File: config.mk
export PLATFORM = sky130hd
export DESIGN_NAME = bic_top
export DESIGN_NICKNAME = d
export VERILOG_FILES = /design/src/bic_top.v /design/src/bic_sync2.v /design/src/bic_io_decode.v
export VERILOG_INCLUDE_DIRS = /design/src /design/src/src
export SDC_FILE = /design/constraint.sdc
export NUM_CORES = 1
export LEC_CHECK = 0
export ABC_AREA = 1
export BUFFER_PORTS_ARGS = -buffer_cell sky130_fd_sc_hd__buf_2
export CAP_MARGIN = 15
export CELL_PAD_IN_SITES_DETAIL_PLACEMENT = 1
export CELL_PAD_IN_SITES_GLOBAL_PLACEMENT = 1
export CORE_AREA = 2 2 80 82
export DETAILED_ROUTE_END_ITERATION = 6
export DIE_AREA = 0 0 82 84
export PLACE_DENSITY_LB_ADDON = 0.08
export REMOVE_ABC_BUFFERS = 1
export SETUP_SLACK_MARGIN = 0.02
export SLEW_MARGIN = 25
export SYNTH_ARGS = -nofsm -noshare
export SYNTH_HDL_FRONTEND = slang
export SYNTH_SLANG_ARGS = --single-unit
File: constraint.sdc
create_clock -name mclk -period 1 [get_ports mclk]
set_input_delay 0.05 -clock mclk [delete_from_list [all_inputs] [get_ports mclk]]
set_output_delay 0.05 -clock mclk [all_outputs]
set_load 0.02 [all_outputs]
File: src/bic_regs.vh
// register offsets, field positions and reset values of the bridge interrupt/control bank
// Functional notes
// (RULE1) routing line is 8-bit RW, resets zero, stored only, never used by logic.
// (RULE2) pin select 0 means no interrupt; 1..4 select INTA..INTD messages.
// (RULE3) software should program pin select only with values zero through four.
// (RULE4) pin select resets to zero, no legacy interrupt used by default.
// (RULE5) control bit 0 clear ignores secondary poison; set reports it as parity error.
// (RULE6) control bit 1 set forwards secondary error messages to primary; clear blocks.
// (RULE7) forwarded errors reported only if command or device control reporting enabled.
// (RULE8) bit 2 clear forwards whole I/O window down; set sends ISA aliases upstream.
// (RULE9) control bit 3 set forwards VGA addresses primary to secondary; clear blocks.
// (RULE10) VGA width bit 4 matters only while VGA forwarding bit is set.
// (RULE11) width bit clear decodes 10 address bits with aliases; set decodes 16 bits.
// (RULE12) setting control bit 6 starts a secondary bus reset.
// (RULE13) reserved control bits 5 and 15:7 read zero, writes ignored.
// (RULE14) secondary reset stays asserted while bit is set, released when cleared.
`ifndef BIC_REGS_VH
`define BIC_REGS_VH
`define BIC_ADDR_W          12
`define BIC_OFF_INT_LINE    12'h03C
`define BIC_OFF_INT_PIN     12'h03D
`define BIC_OFF_BRIDGE_CTL  12'h03E
`define BIC_RST_INT_LINE    8'h00
`define BIC_RST_INT_PIN     8'h00
`define BIC_RST_BRIDGE_CTL  16'h0000
`define BIC_CTL_WMASK       16'h005F
`define BIC_PIN_MAX         8'h04
`define BIC_BIT_POISON      0
`define BIC_BIT_ERRFWD      1
`define BIC_BIT_ISA         2
`define BIC_BIT_VGA         3
`define BIC_BIT_VGA16       4
`define BIC_BIT_SECONDARY_RESET_TRIGGER      6
`define BIC_ISA_TOP         16'hFFFF
`define BIC_ISA_KB_OFF      10'h100
`define BIC_VGA_MONO_LO     16'h03B0
`define BIC_VGA_MONO_HI     16'h03BB
`define BIC_VGA_COLOR_LO    16'h03C0
`define BIC_VGA_COLOR_HI    16'h03DF
`define BIC_MSG_NONE        3'h0
`endif

File: src/bic_top.v
// bridge interrupt line, pin select and bridge control bank with its effects
`timescale 1ns/1ps
`include "bic_regs.vh"
module bic_top (
    // clock and reset
    input  wire                   mclk,
    input  wire                   rst_n,
    // register port
    input  wire [`BIC_ADDR_W-1:0] reg_addr,
    input  wire [15:0]            reg_wdata,
    input  wire                   reg_wr,
    input  wire                   reg_rd,
    output reg  [15:0]            reg_rdata,
    // error reporting enables from command and device control
    input  wire                   cmd_err_en,
    input  wire                   devctl_err_en,
    // secondary side events, one-cycle pulses
    input  wire                   sec_poison,
    input  wire                   sec_err_msg,
    input  wire [1:0]             sec_err_kind,
    // primary error message out
    output reg                    pri_err_valid,
    output reg  [1:0]             pri_err_kind,
    output reg                    parity_err,
    // downstream I/O request classification
    input  wire                   io_req,
    input  wire [15:0]            io_addr,
    input  wire                   io_in_window,
    output reg                    io_fwd_down,
    output reg                    io_fwd_up,
    // secondary reset and legacy interrupt select
    input  wire                   port_is_upstream,
    output reg                    sec_reset,
    output reg                    sec_reset_up,
    output reg  [2:0]             legacy_int_sel,
    // status of control bits
    output reg                    vga_active
);
    reg  [7:0]  int_line_reg;
    reg  [7:0]  int_pin_reg;
    reg  [15:0] ctl_reg;
    wire        poison_report_enable;
    wire        error_forward_enable;
    wire        legacy_io_upstream_enable;
    wire        vga_forward_enable;
    wire        vga_wide_decode;
    wire        secondary_reset_trigger;
    wire        isa_up;
    wire        vga_hit;
    wire        up_strap;

    assign poison_report_enable      = ctl_reg[`BIC_BIT_POISON];
    assign error_forward_enable      = ctl_reg[`BIC_BIT_ERRFWD];
    assign legacy_io_upstream_enable = ctl_reg[`BIC_BIT_ISA];
    assign vga_forward_enable        = ctl_reg[`BIC_BIT_VGA];
    assign vga_wide_decode           = ctl_reg[`BIC_BIT_VGA16];
    assign secondary_reset_trigger   = ctl_reg[`BIC_BIT_SECONDARY_RESET_TRIGGER];

    // port type strap may come from a pin, so synchronise it
    bic_sync2 u_strap (
        .mclk  (mclk),
        .rst_n (rst_n),
        .d_in  (port_is_upstream),
        .q_out (up_strap)
    );

    bic_io_decode u_dec (
        .io_addr      (io_addr),
        .isa_en       (legacy_io_upstream_enable),
        .vga_en       (vga_forward_enable),
        .vga_wide     (vga_wide_decode),
        .isa_upstream (isa_up),
        .vga_hit      (vga_hit)
    );

    // register writes; byte registers sit at 0x03C and 0x03D, each in data bits 7:0
    always @(posedge mclk or negedge rst_n) begin
        if (!rst_n) begin
            int_line_reg <= `BIC_RST_INT_LINE; // RULE1
            int_pin_reg  <= `BIC_RST_INT_PIN; // RULE4
            ctl_reg      <= `BIC_RST_BRIDGE_CTL;
        end else if (reg_wr) begin
            if (reg_addr == `BIC_OFF_INT_LINE) begin
                int_line_reg <= reg_wdata[7:0]; // RULE1
            end
            if (reg_addr == `BIC_OFF_INT_PIN) begin
                // stored as written; values above four are undefined for software
                int_pin_reg <= reg_wdata[7:0]; // RULE3
            end
            if (reg_addr == `BIC_OFF_BRIDGE_CTL) begin
                ctl_reg <= reg_wdata & `BIC_CTL_WMASK; // RULE13
            end
        end
    end

    // read data one cycle after strobe; unmapped reads zero
    always @(posedge mclk or negedge rst_n) begin
        if (!rst_n) begin
            reg_rdata <= 16'h0000;
        end else if (reg_rd) begin
            case (reg_addr)
                `BIC_OFF_INT_LINE:   reg_rdata <= {8'h00, int_line_reg};
                `BIC_OFF_INT_PIN:    reg_rdata <= {8'h00, int_pin_reg};
                `BIC_OFF_BRIDGE_CTL: reg_rdata <= ctl_reg & `BIC_CTL_WMASK; // RULE13
                default:             reg_rdata <= 16'h0000;
            endcase
        end else begin
            reg_rdata <= 16'h0000;
        end
    end

    // secondary error handling
    always @(posedge mclk or negedge rst_n) begin
        if (!rst_n) begin
            parity_err    <= 1'b0;
            pri_err_valid <= 1'b0;
            pri_err_kind  <= 2'h0;
        end else begin
            parity_err    <= sec_poison && poison_report_enable; // RULE5
            // forwarding needs both the bridge gate and a reporting enable
            pri_err_valid <= sec_err_msg && error_forward_enable // RULE6
                             && (cmd_err_en || devctl_err_en); // RULE7
            pri_err_kind  <= sec_err_kind;
        end
    end

    // I/O routing, registered so outputs come from flops
    always @(posedge mclk or negedge rst_n) begin
        if (!rst_n) begin
            io_fwd_down <= 1'b0;
            io_fwd_up   <= 1'b0;
            vga_active  <= 1'b0;
        end else begin
            // ISA alias slots go up instead of down, unless a VGA range claims them
            io_fwd_down <= io_req && ((io_in_window && !isa_up) || vga_hit); // RULE8 RULE9
            io_fwd_up   <= io_req && io_in_window && isa_up && !vga_hit; // RULE8
            vga_active  <= vga_forward_enable; // RULE9
        end
    end

    // secondary reset follows the bit level
    always @(posedge mclk or negedge rst_n) begin
        if (!rst_n) begin
            sec_reset    <= 1'b0;
            sec_reset_up <= 1'b0;
        end else begin
            sec_reset    <= secondary_reset_trigger && !up_strap; // RULE12 RULE14
            sec_reset_up <= secondary_reset_trigger && up_strap; // RULE12 RULE14
        end
    end

    // legacy interrupt message select; out-of-range treated as none
    always @(posedge mclk or negedge rst_n) begin
        if (!rst_n) begin
            legacy_int_sel <= `BIC_MSG_NONE;
        end else if (int_pin_reg <= `BIC_PIN_MAX) begin
            legacy_int_sel <= int_pin_reg[2:0]; // RULE2
        end else begin
            legacy_int_sel <= `BIC_MSG_NONE;
        end
    end
endmodule // bic_top

File: src/bic_sync2.v
// two-flop synchroniser for one level
`timescale 1ns/1ps
module bic_sync2 (
    // clock and reset
    input  wire mclk,
    input  wire rst_n,
    // level in and out
    input  wire d_in,
    output wire q_out
);
    reg s1_reg;
    reg s2_reg;

    // first stage feeds only the second
    always @(posedge mclk or negedge rst_n) begin
        if (!rst_n) begin
            s1_reg <= 1'b0;
            s2_reg <= 1'b0;
        end else begin
            s1_reg <= d_in;
            s2_reg <= s1_reg;
        end
    end

    assign q_out = s2_reg;
endmodule // bic_sync2

File: src/bic_io_decode.v
// combinational I/O address classifier for ISA alias and VGA ranges
`timescale 1ns/1ps
`include "bic_regs.vh"
module bic_io_decode (
    // address under test
    input  wire [15:0] io_addr,
    // controls
    input  wire        isa_en,
    input  wire        vga_en,
    input  wire        vga_wide,
    // results
    output wire        isa_upstream,
    output wire        vga_hit
);
    wire [15:0] vga_a;
    wire        vga_base;

    // top 768 bytes of each 1 KB block within first 64 KB
    assign isa_upstream = isa_en && (io_addr[9:0] >= `BIC_ISA_KB_OFF); // RULE8

    // narrow decode ignores bits 15:10 so aliases match
    assign vga_a    = vga_wide ? io_addr : {6'h00, io_addr[9:0]}; // RULE11
    assign vga_base = (vga_a >= `BIC_VGA_MONO_LO && vga_a <= `BIC_VGA_MONO_HI) ||
                      (vga_a >= `BIC_VGA_COLOR_LO && vga_a <= `BIC_VGA_COLOR_HI);
    // width only matters under VGA enable
    assign vga_hit  = vga_en && vga_base; // RULE10
endmodule // bic_io_decode

==> metrics.txt, run 1 <==
clock transition time at the flip-flop clock pins of the worst setup and hold paths ~0.09 ns; Port Buffer Count 66; cells after synthesis between 200 and 250; DR top layer met4; remaining design rule violation count 0; CP delay by family, top flip-flops; most frequent cells in the layout sky130_fd_sc_hd__buf_2, sky130_fd_sc_hd__nand2_1, sky130_fd_sc_hd__dfrtp_1, sky130_fd_sc_hd__nand3_1, sky130_fd_sc_hd__o21ai_0; Core Region 6100 µm²; maximum clock skew at final layout approximately 0.0069 ns; Filler Cells Inserted 768; number of enable flip-flop cells after synthesis 0; post-synthesis area per instance a little over 9 µm²; via total after detailed routing between 1500 and 2000; share of synthesized area occupied by flip-flops and latches 55.0%; total routing resource utilization after global routing 16.3%; # setup viols final 0; post-layout utilization of the core a little under half; sequential share of power 54.6%; Hold Path Class input pin to register; crit start category register; most used flip-flop cell after synthesis sky130_fd_sc_hd__dfrtp_1; Power Dens Cells around 1200 nW/µm²; CP max FO 2; post-detailed-placement half-perimeter wirelength 3910 µm; CTS Sinks between 40 and 50; combinational share of power about a tenth; via count of the first global-routing pass ~1800; summed negative setup slack over all endpoints 0 ns; number of antenna repair diodes 0; Worst path slowest cell sky130_fd_sc_hd__dfrtp_1; maximum single-stage delay on the critical path ~0.4 ns; required arrival time at the worst endpoint approximately 1.2 ns; total routed wire length on the met1 layer 2340 µm; setup repair after global routing missed its margin true; max capacitance violation total 0; critical path capture point type register; initial antenna violation count 0; leakage power figure between 1.5 and 2 nW; mapped cell area about 2000 µm²; largest vdd supply drop roughly 0.52 mV; layout cells sized above 1 around a third; number of search-and-repair iterations in the first detailed-routing pass 4; Die H between 80 and 90 µm; row count 29; commonest non-fill, non-tap cell in the layout sky130_fd_sc_hd__buf_2; start-to-end type of the worst setup path register to register; Final Max Tran Viols 0; maximum number of pins on one net before global-route repair between 40 and 50; buffer depth of the longest clock path 2; switching share of power 24.1%; overall routed net length 5220 µm; total overflow reported by the global router 0; clock group share of total power a little over a third; effective utilization at floorplan 32.8%; final-stage net count 378; H-tree lvl count 2; final-report hold violation count 0; most prevalent standard cell on the critical path sky130_fd_sc_hd__buf_4; met3 WL post-DR about 260 µm; final antenna-violating net count 0; insertion delay to the later sink of the worst-skew pair about 0.3 ns; Yosys reg bits 44; synthesis warning total 0; run status finished clean; depth of the most critical reg-to-reg path 5; TritonCTS Buffers 5; fin crit period between 0.9 and 1 ns; total die area just under 7000 µm²; worst hold slack about 0.011 ns; CTS tree built; count of cells along the worst hold path 3; WP depth 5; NetSw approximately 0.00080 W; drt wl/cell 13.1 µm; share of the clock period used by the worst path between 90% and 100%; distinct cell type count of the synthesized netlist 28; count of buffering cells on the critical path with inverters included 3; 1st-iter DRT viols 67; cells along the critical path buf_4 -> buf_4 -> buf_4 -> nand2_1 -> a21oi_1; sum of met2 wire segment lengths after detailed routing ~2600 µm; synthesis-to-finish area growth 40.6%; share of flip-flops with an asynchronous set or reset after synthesis 100%; wire length of the first global-routing pass around 8500 µm; internal power of the cells about 0.0025 W; count of boundary I/O pins 85; die width 82 µm; weighted congestion at the end of routability-driven global placement approximately 0.73; vias per cell around 4.5; clk root buf sky130_fd_sc_hd__clkbuf_8; worst endpoint data arrival time around 1.2 ns; Max Clk Rate slightly above 1 GHz
## metal layers
metal,up-vias,GRT usage (%)
li1,899,-
met1,853,21.8
met2,47,25.9
met3,7,4.55
met4,0,4.09
met5,-,0
## synth_stat cells (2+ instances only)
cell                        n  share of area (%)
sky130_fd_sc_hd__nor2_4     3                1.7
sky130_fd_sc_hd__nand2_1   57                 11
sky130_fd_sc_hd__a21oi_1    3               0.75
sky130_fd_sc_hd__nand3b_1   2               0.75
sky130_fd_sc_hd__nand4_1    2               0.63
sky130_fd_sc_hd__o21ai_2    2               0.88
sky130_fd_sc_hd__buf_2      2               0.50
sky130_fd_sc_hd__o21ai_0   22                5.5
sky130_fd_sc_hd__nor3_4     2                1.6
sky130_fd_sc_hd__dfrtp_1   44                 55
sky130_fd_sc_hd__buf_4      8                3.0
sky130_fd_sc_hd__nand2_4    2                1.1
sky130_fd_sc_hd__nor2_1    12                2.3
sky130_fd_sc_hd__inv_1     19                3.6
sky130_fd_sc_hd__nand3_1   28                7.0
## metrics by stage
step / total power [W] / setup slack, ns / cells / area [µm²]
2_1_floorplan: 0.00194 / -0.158 / 216 / 1940
3_3_place_gp: 0.00213 / -0.157 / 375 / 2530
3_5_place_dp: 0.00214 / -0.184 / 375 / 2530
4_1_cts: 0.00336 / 0.00398 / 397 / 2770
5_1_grt: 0.00347 / -0.0670 / 399 / 2810
6_report: 0.00330 / 0.00819 / 399 / 2810
## worst paths after layout
kind	endpoint	start	slack [ns]
hold reg to reg	u_strap.q_out	u_strap.s1_reg	0.35
setup reg to reg	reg_rdata[7]	int_pin_reg[7]	0.008
max in group asynchronous	reg_rdata[6]	rst_n	0.53
min in group asynchronous	io_fwd_up	rst_n	0.25
setup / recovery	reg_rdata[7]	int_pin_reg[7]	0.008
hold / removal	ctl_reg[3]	reg_wdata[3]	0.01
## power by group through the flow
stage | clock network, W | logic (W) | registers (W)
6_report | 0.00117 | 0.000333 | 0.00180
5_1_grt | 0.00129 | 0.000368 | 0.00181
2_1_floorplan | 0 | 0.0000816 | 0.00185
4_1_cts | 0.00122 | 0.000335 | 0.00180
3_3_place_gp | 0 | 0.000290 | 0.00184
3_5_place_dp | 0 | 0.000295 | 0.00184
## cell type report
cell class	count	area, µm²	share of cell area [%]
flip-flops and latches	44	1100	39.1
multi-input cells	152	786	27.9
repair buffers	98	661	23.5
well taps	77	96.3	3.43
clock buffers	7	86.3	3.07
inverters	20	75.1	2.67
clock inverters	1	7.51	0.267
## worst reg2reg max path, stage by stage (launching register included)
cell and delay, ns:
sky130_fd_sc_hd__dfrtp_1 0.40, sky130_fd_sc_hd__buf_4 0.13, sky130_fd_sc_hd__buf_4 0.12, sky130_fd_sc_hd__buf_4 0.12
sky130_fd_sc_hd__nand2_1 0.06, sky130_fd_sc_hd__a21oi_1 0.06
## what timing repair did
item                       CTS  global route
pin swaps                    0             3
hold endpoints to repair    59             0
resized for setup            1             8
setup endpoints to repair    3             4
setup buffers                1             2
hold buffers                13             0
## cell families (layout without fill, tap and decap cells)
logic type | after synthesis | count (layout) | synth area share (%)
compound gates | 30 | 30 | 8.32
buf+inv | 32 | 126 | 8.19
simple gates | 114 | 114 | 28.3
other cells | 1 | 8 | 0.187
flops | 44 | 44 | 55.0
(Power assumes the default switching activity.)
==> run 2, diff against run 1 <==
--- a/config.mk
+++ b/config.mk
@@ -6,14 +6,13 @@
 export SDC_FILE = /design/constraint.sdc
 export NUM_CORES = 1
 export LEC_CHECK = 0
-export ABC_AREA = 1
 export BUFFER_PORTS_ARGS = -buffer_cell sky130_fd_sc_hd__buf_2
 export CAP_MARGIN = 15
 export CELL_PAD_IN_SITES_DETAIL_PLACEMENT = 1
 export CELL_PAD_IN_SITES_GLOBAL_PLACEMENT = 1
-export CORE_AREA = 2 2 80 82
+export CORE_AREA = 2 2 77 79
 export DETAILED_ROUTE_END_ITERATION = 6
-export DIE_AREA = 0 0 82 84
+export DIE_AREA = 0 0 79 81
 export PLACE_DENSITY_LB_ADDON = 0.08
 export REMOVE_ABC_BUFFERS = 1
 export SETUP_SLACK_MARGIN = 0.02
==> run 2 against run 1 <==
The run now ends with setup timing left. Cell count decreased by 20%. Largest cell class unchanged. Clock power rose by 21%. Sequential cell count unchanged. Critical path type unchanged. Hold slack hardly changed. Die area shrank 7.1%. Worst setup slack worse by 0.22 ns. Sequential share of layout area grew 0.98 points.
==> metrics.txt, run 2 <==
run status complete, but fails checks; violated checks setup timing; most used standard cells in the synthesized netlist sky130_fd_sc_hd__dfrtp_1, sky130_fd_sc_hd__nor2_1, sky130_fd_sc_hd__mux2_2; CTS tree built; setup slack of the critical path after layout -0.214 ns; post-detailed-placement half-perimeter wirelength ~3500 µm; final-stage net count 300; worst endpoint data arrival time 1.39 ns; maximum clock skew at final layout approximately 0.0050 ns; fin crit period roughly 1.2 ns; wire length of the first global-routing pass 7190 µm; H-tree lvl count 2; number of search-and-repair iterations in the first detailed-routing pass 3; required arrival time at the worst endpoint 1.17 ns; crit start category register; critical path capture point type register; Max Clk Rate 0.824 GHz; final-report hold violation count 0; number of antenna repair diodes 0; buffer depth of the longest clock path 2; share of flip-flops with an asynchronous set or reset after synthesis 100%; count of boundary I/O pins 85; initial antenna violation count 0; vias per cell 4.45; synthesis warning total 0; most used flip-flop cell after synthesis sky130_fd_sc_hd__dfrtp_1; TritonCTS Buffers 5; share of synthesized area occupied by flip-flops and latches 58.2%; row count 28; final standard cell count with taps included and fillers excluded 319; 1st-iter DRT viols 38; via count of the first global-routing pass 1475; layout cells sized above 1 52.9%; Filler Cells Inserted between 600 and 700; share of the synthesized area in the top cell type approximately three fifths; Hold Path Class input pin to register; total overflow reported by the global router 0; synthesis-to-finish area growth 44.9%; die width between 70 and 80 µm; start-to-end type of the worst setup path register to register; insertion delay to the later sink of the worst-skew pair a little under 0.3 ns; remaining design rule violation count 0; cells after synthesis roughly 140; post-synthesis area per instance 13.3 µm²; number of enable flip-flop cells after synthesis 0; Synth area leaders sky130_fd_sc_hd__dfrtp_1, sky130_fd_sc_hd__mux2_2, sky130_fd_sc_hd__mux2_4, sky130_fd_sc_hd__mux2i_1, sky130_fd_sc_hd__buf_4; maximum number of pins on one net before global-route repair 45; clk root buf sky130_fd_sc_hd__clkbuf_8; commonest non-fill, non-tap cell in the layout sky130_fd_sc_hd__buf_2; leakage power figure 1.45 nW; weighted congestion at the end of routability-driven global placement 0.730; Die H 81 µm; overall routed net length about 4600 µm; Yosys reg bits 44; CTS Sinks between 40 and 50; most frequent cells in the layout sky130_fd_sc_hd__buf_2, sky130_fd_sc_hd__dfrtp_1, sky130_fd_sc_hd__buf_4, sky130_fd_sc_hd__nor2_1, sky130_fd_sc_hd__mux2_4; share of the clock period used by the worst path 121%; setup repair after global routing missed its margin true; summed negative setup slack over all endpoints -0.974 ns; distinct cell type count of the synthesized netlist 29; Core Region between 5000 and 6000 µm²; max capacitance violation total 0; via total after detailed routing 1418; Power Dens Cells between 1000 and 1500 nW/µm²; clock transition time at the flip-flop clock pins of the worst setup and hold paths approximately 0.080 ns; effective utilization at floorplan about a third; Port Buffer Count 66; total routing resource utilization after global routing 15.2%; largest vdd supply drop just over 0.5 mV; total die area ~6400 µm²; drt wl/cell between 10 and 15 µm; # setup viols final 25; Final Max Tran Viols 0; most numerous cell in the Yosys netlist sky130_fd_sc_hd__dfrtp_1; mapped cell area around 1900 µm²; CP max FO 2; number of placed instances with taps included between 200 and 300; final antenna-violating net count 0; largest area contributor in the netlist sky130_fd_sc_hd__dfrtp_1
-- run 2: layout make-up --
class,instances,area (µm²),area share (%)
clock buffers,6,82.6,3.01
clock inverters,2,38.8,1.41
repair buffers,99,657,23.9
well taps,75,93.8,3.42
multi-input cells,93,771,28.1
flip-flops and latches,44,1100,40.1
-- run 2: where the power goes --
part,switching [W],internal [W]
sequential,0.00000557,0.00179
combinational,0.000169,0.000156
clock,0.000598,0.000817
-- run 2: cells by family after synthesis --
logic type	share of synthesized area [%]
AO/OA/AOI/OAI	3.77
buffers and inverters	4.69
flip-flops	58.2
multiplexers	18.9
other	0.198
AND/OR/NAND/NOR	14.3
-- run 2: layer usage --
metal  track usage (%)  vias up  share of wire, %
met5                 0        -                 0
met4              5.17        0               1.0
met3              4.00        4               4.4
met2              25.7       38                52
met1              19.1      694                43
li1                  -      682                 -
-- run 2: final timing paths --
path                                start              to  slack, ns  depth (start not counted)
max                            ctl_reg[3]       io_fwd_up      -0.21                          4
min                          reg_wdata[5]  int_pin_reg[5]       0.01                          2
max reg2reg                    ctl_reg[3]       io_fwd_up      -0.21                          4
min reg2reg                u_strap.s1_reg   u_strap.q_out       0.35                          0
max in group asynchronous           rst_n    reg_rdata[4]       0.53                          3
min in group asynchronous           rst_n      parity_err       0.27                          3
-- run 2: worst max-delay path, stage by stage, from the launching register on --
cell and delay [ns]:
sky130_fd_sc_hd__dfrtp_1 0.35, sky130_fd_sc_hd__nand4_1 0.09, sky130_fd_sc_hd__a31o_2 0.22, sky130_fd_sc_hd__a221o_1 0.29
sky130_fd_sc_hd__nor3b_1 0.15
-- run 2: metrics by stage --
stage                     setup WS, ns  cell area, µm²  hold slack, ns  utilization, %  power [W]
final                           -0.214            2740          0.0112            48.3    0.00354
after global routing            -0.281            2740         0.00371            48.3    0.00369
after global placement          -0.311            2420          0.0390            42.7    0.00211
after detailed placement        -0.368            2420          0.0421            42.7    0.00212
after floorplan                 -0.376            1830          -0.246               -    0.00191
after CTS                       -0.207            2710         0.00541            47.7    0.00358
-- run 2: timing repair --
action,in CTS,in global routing
pin swaps,9,6
endpoints found under the setup margin,29,32
endpoints found under the hold margin,51,0
setup buffers,1,3
gates resized for setup,17,3
hold buffers,9,0
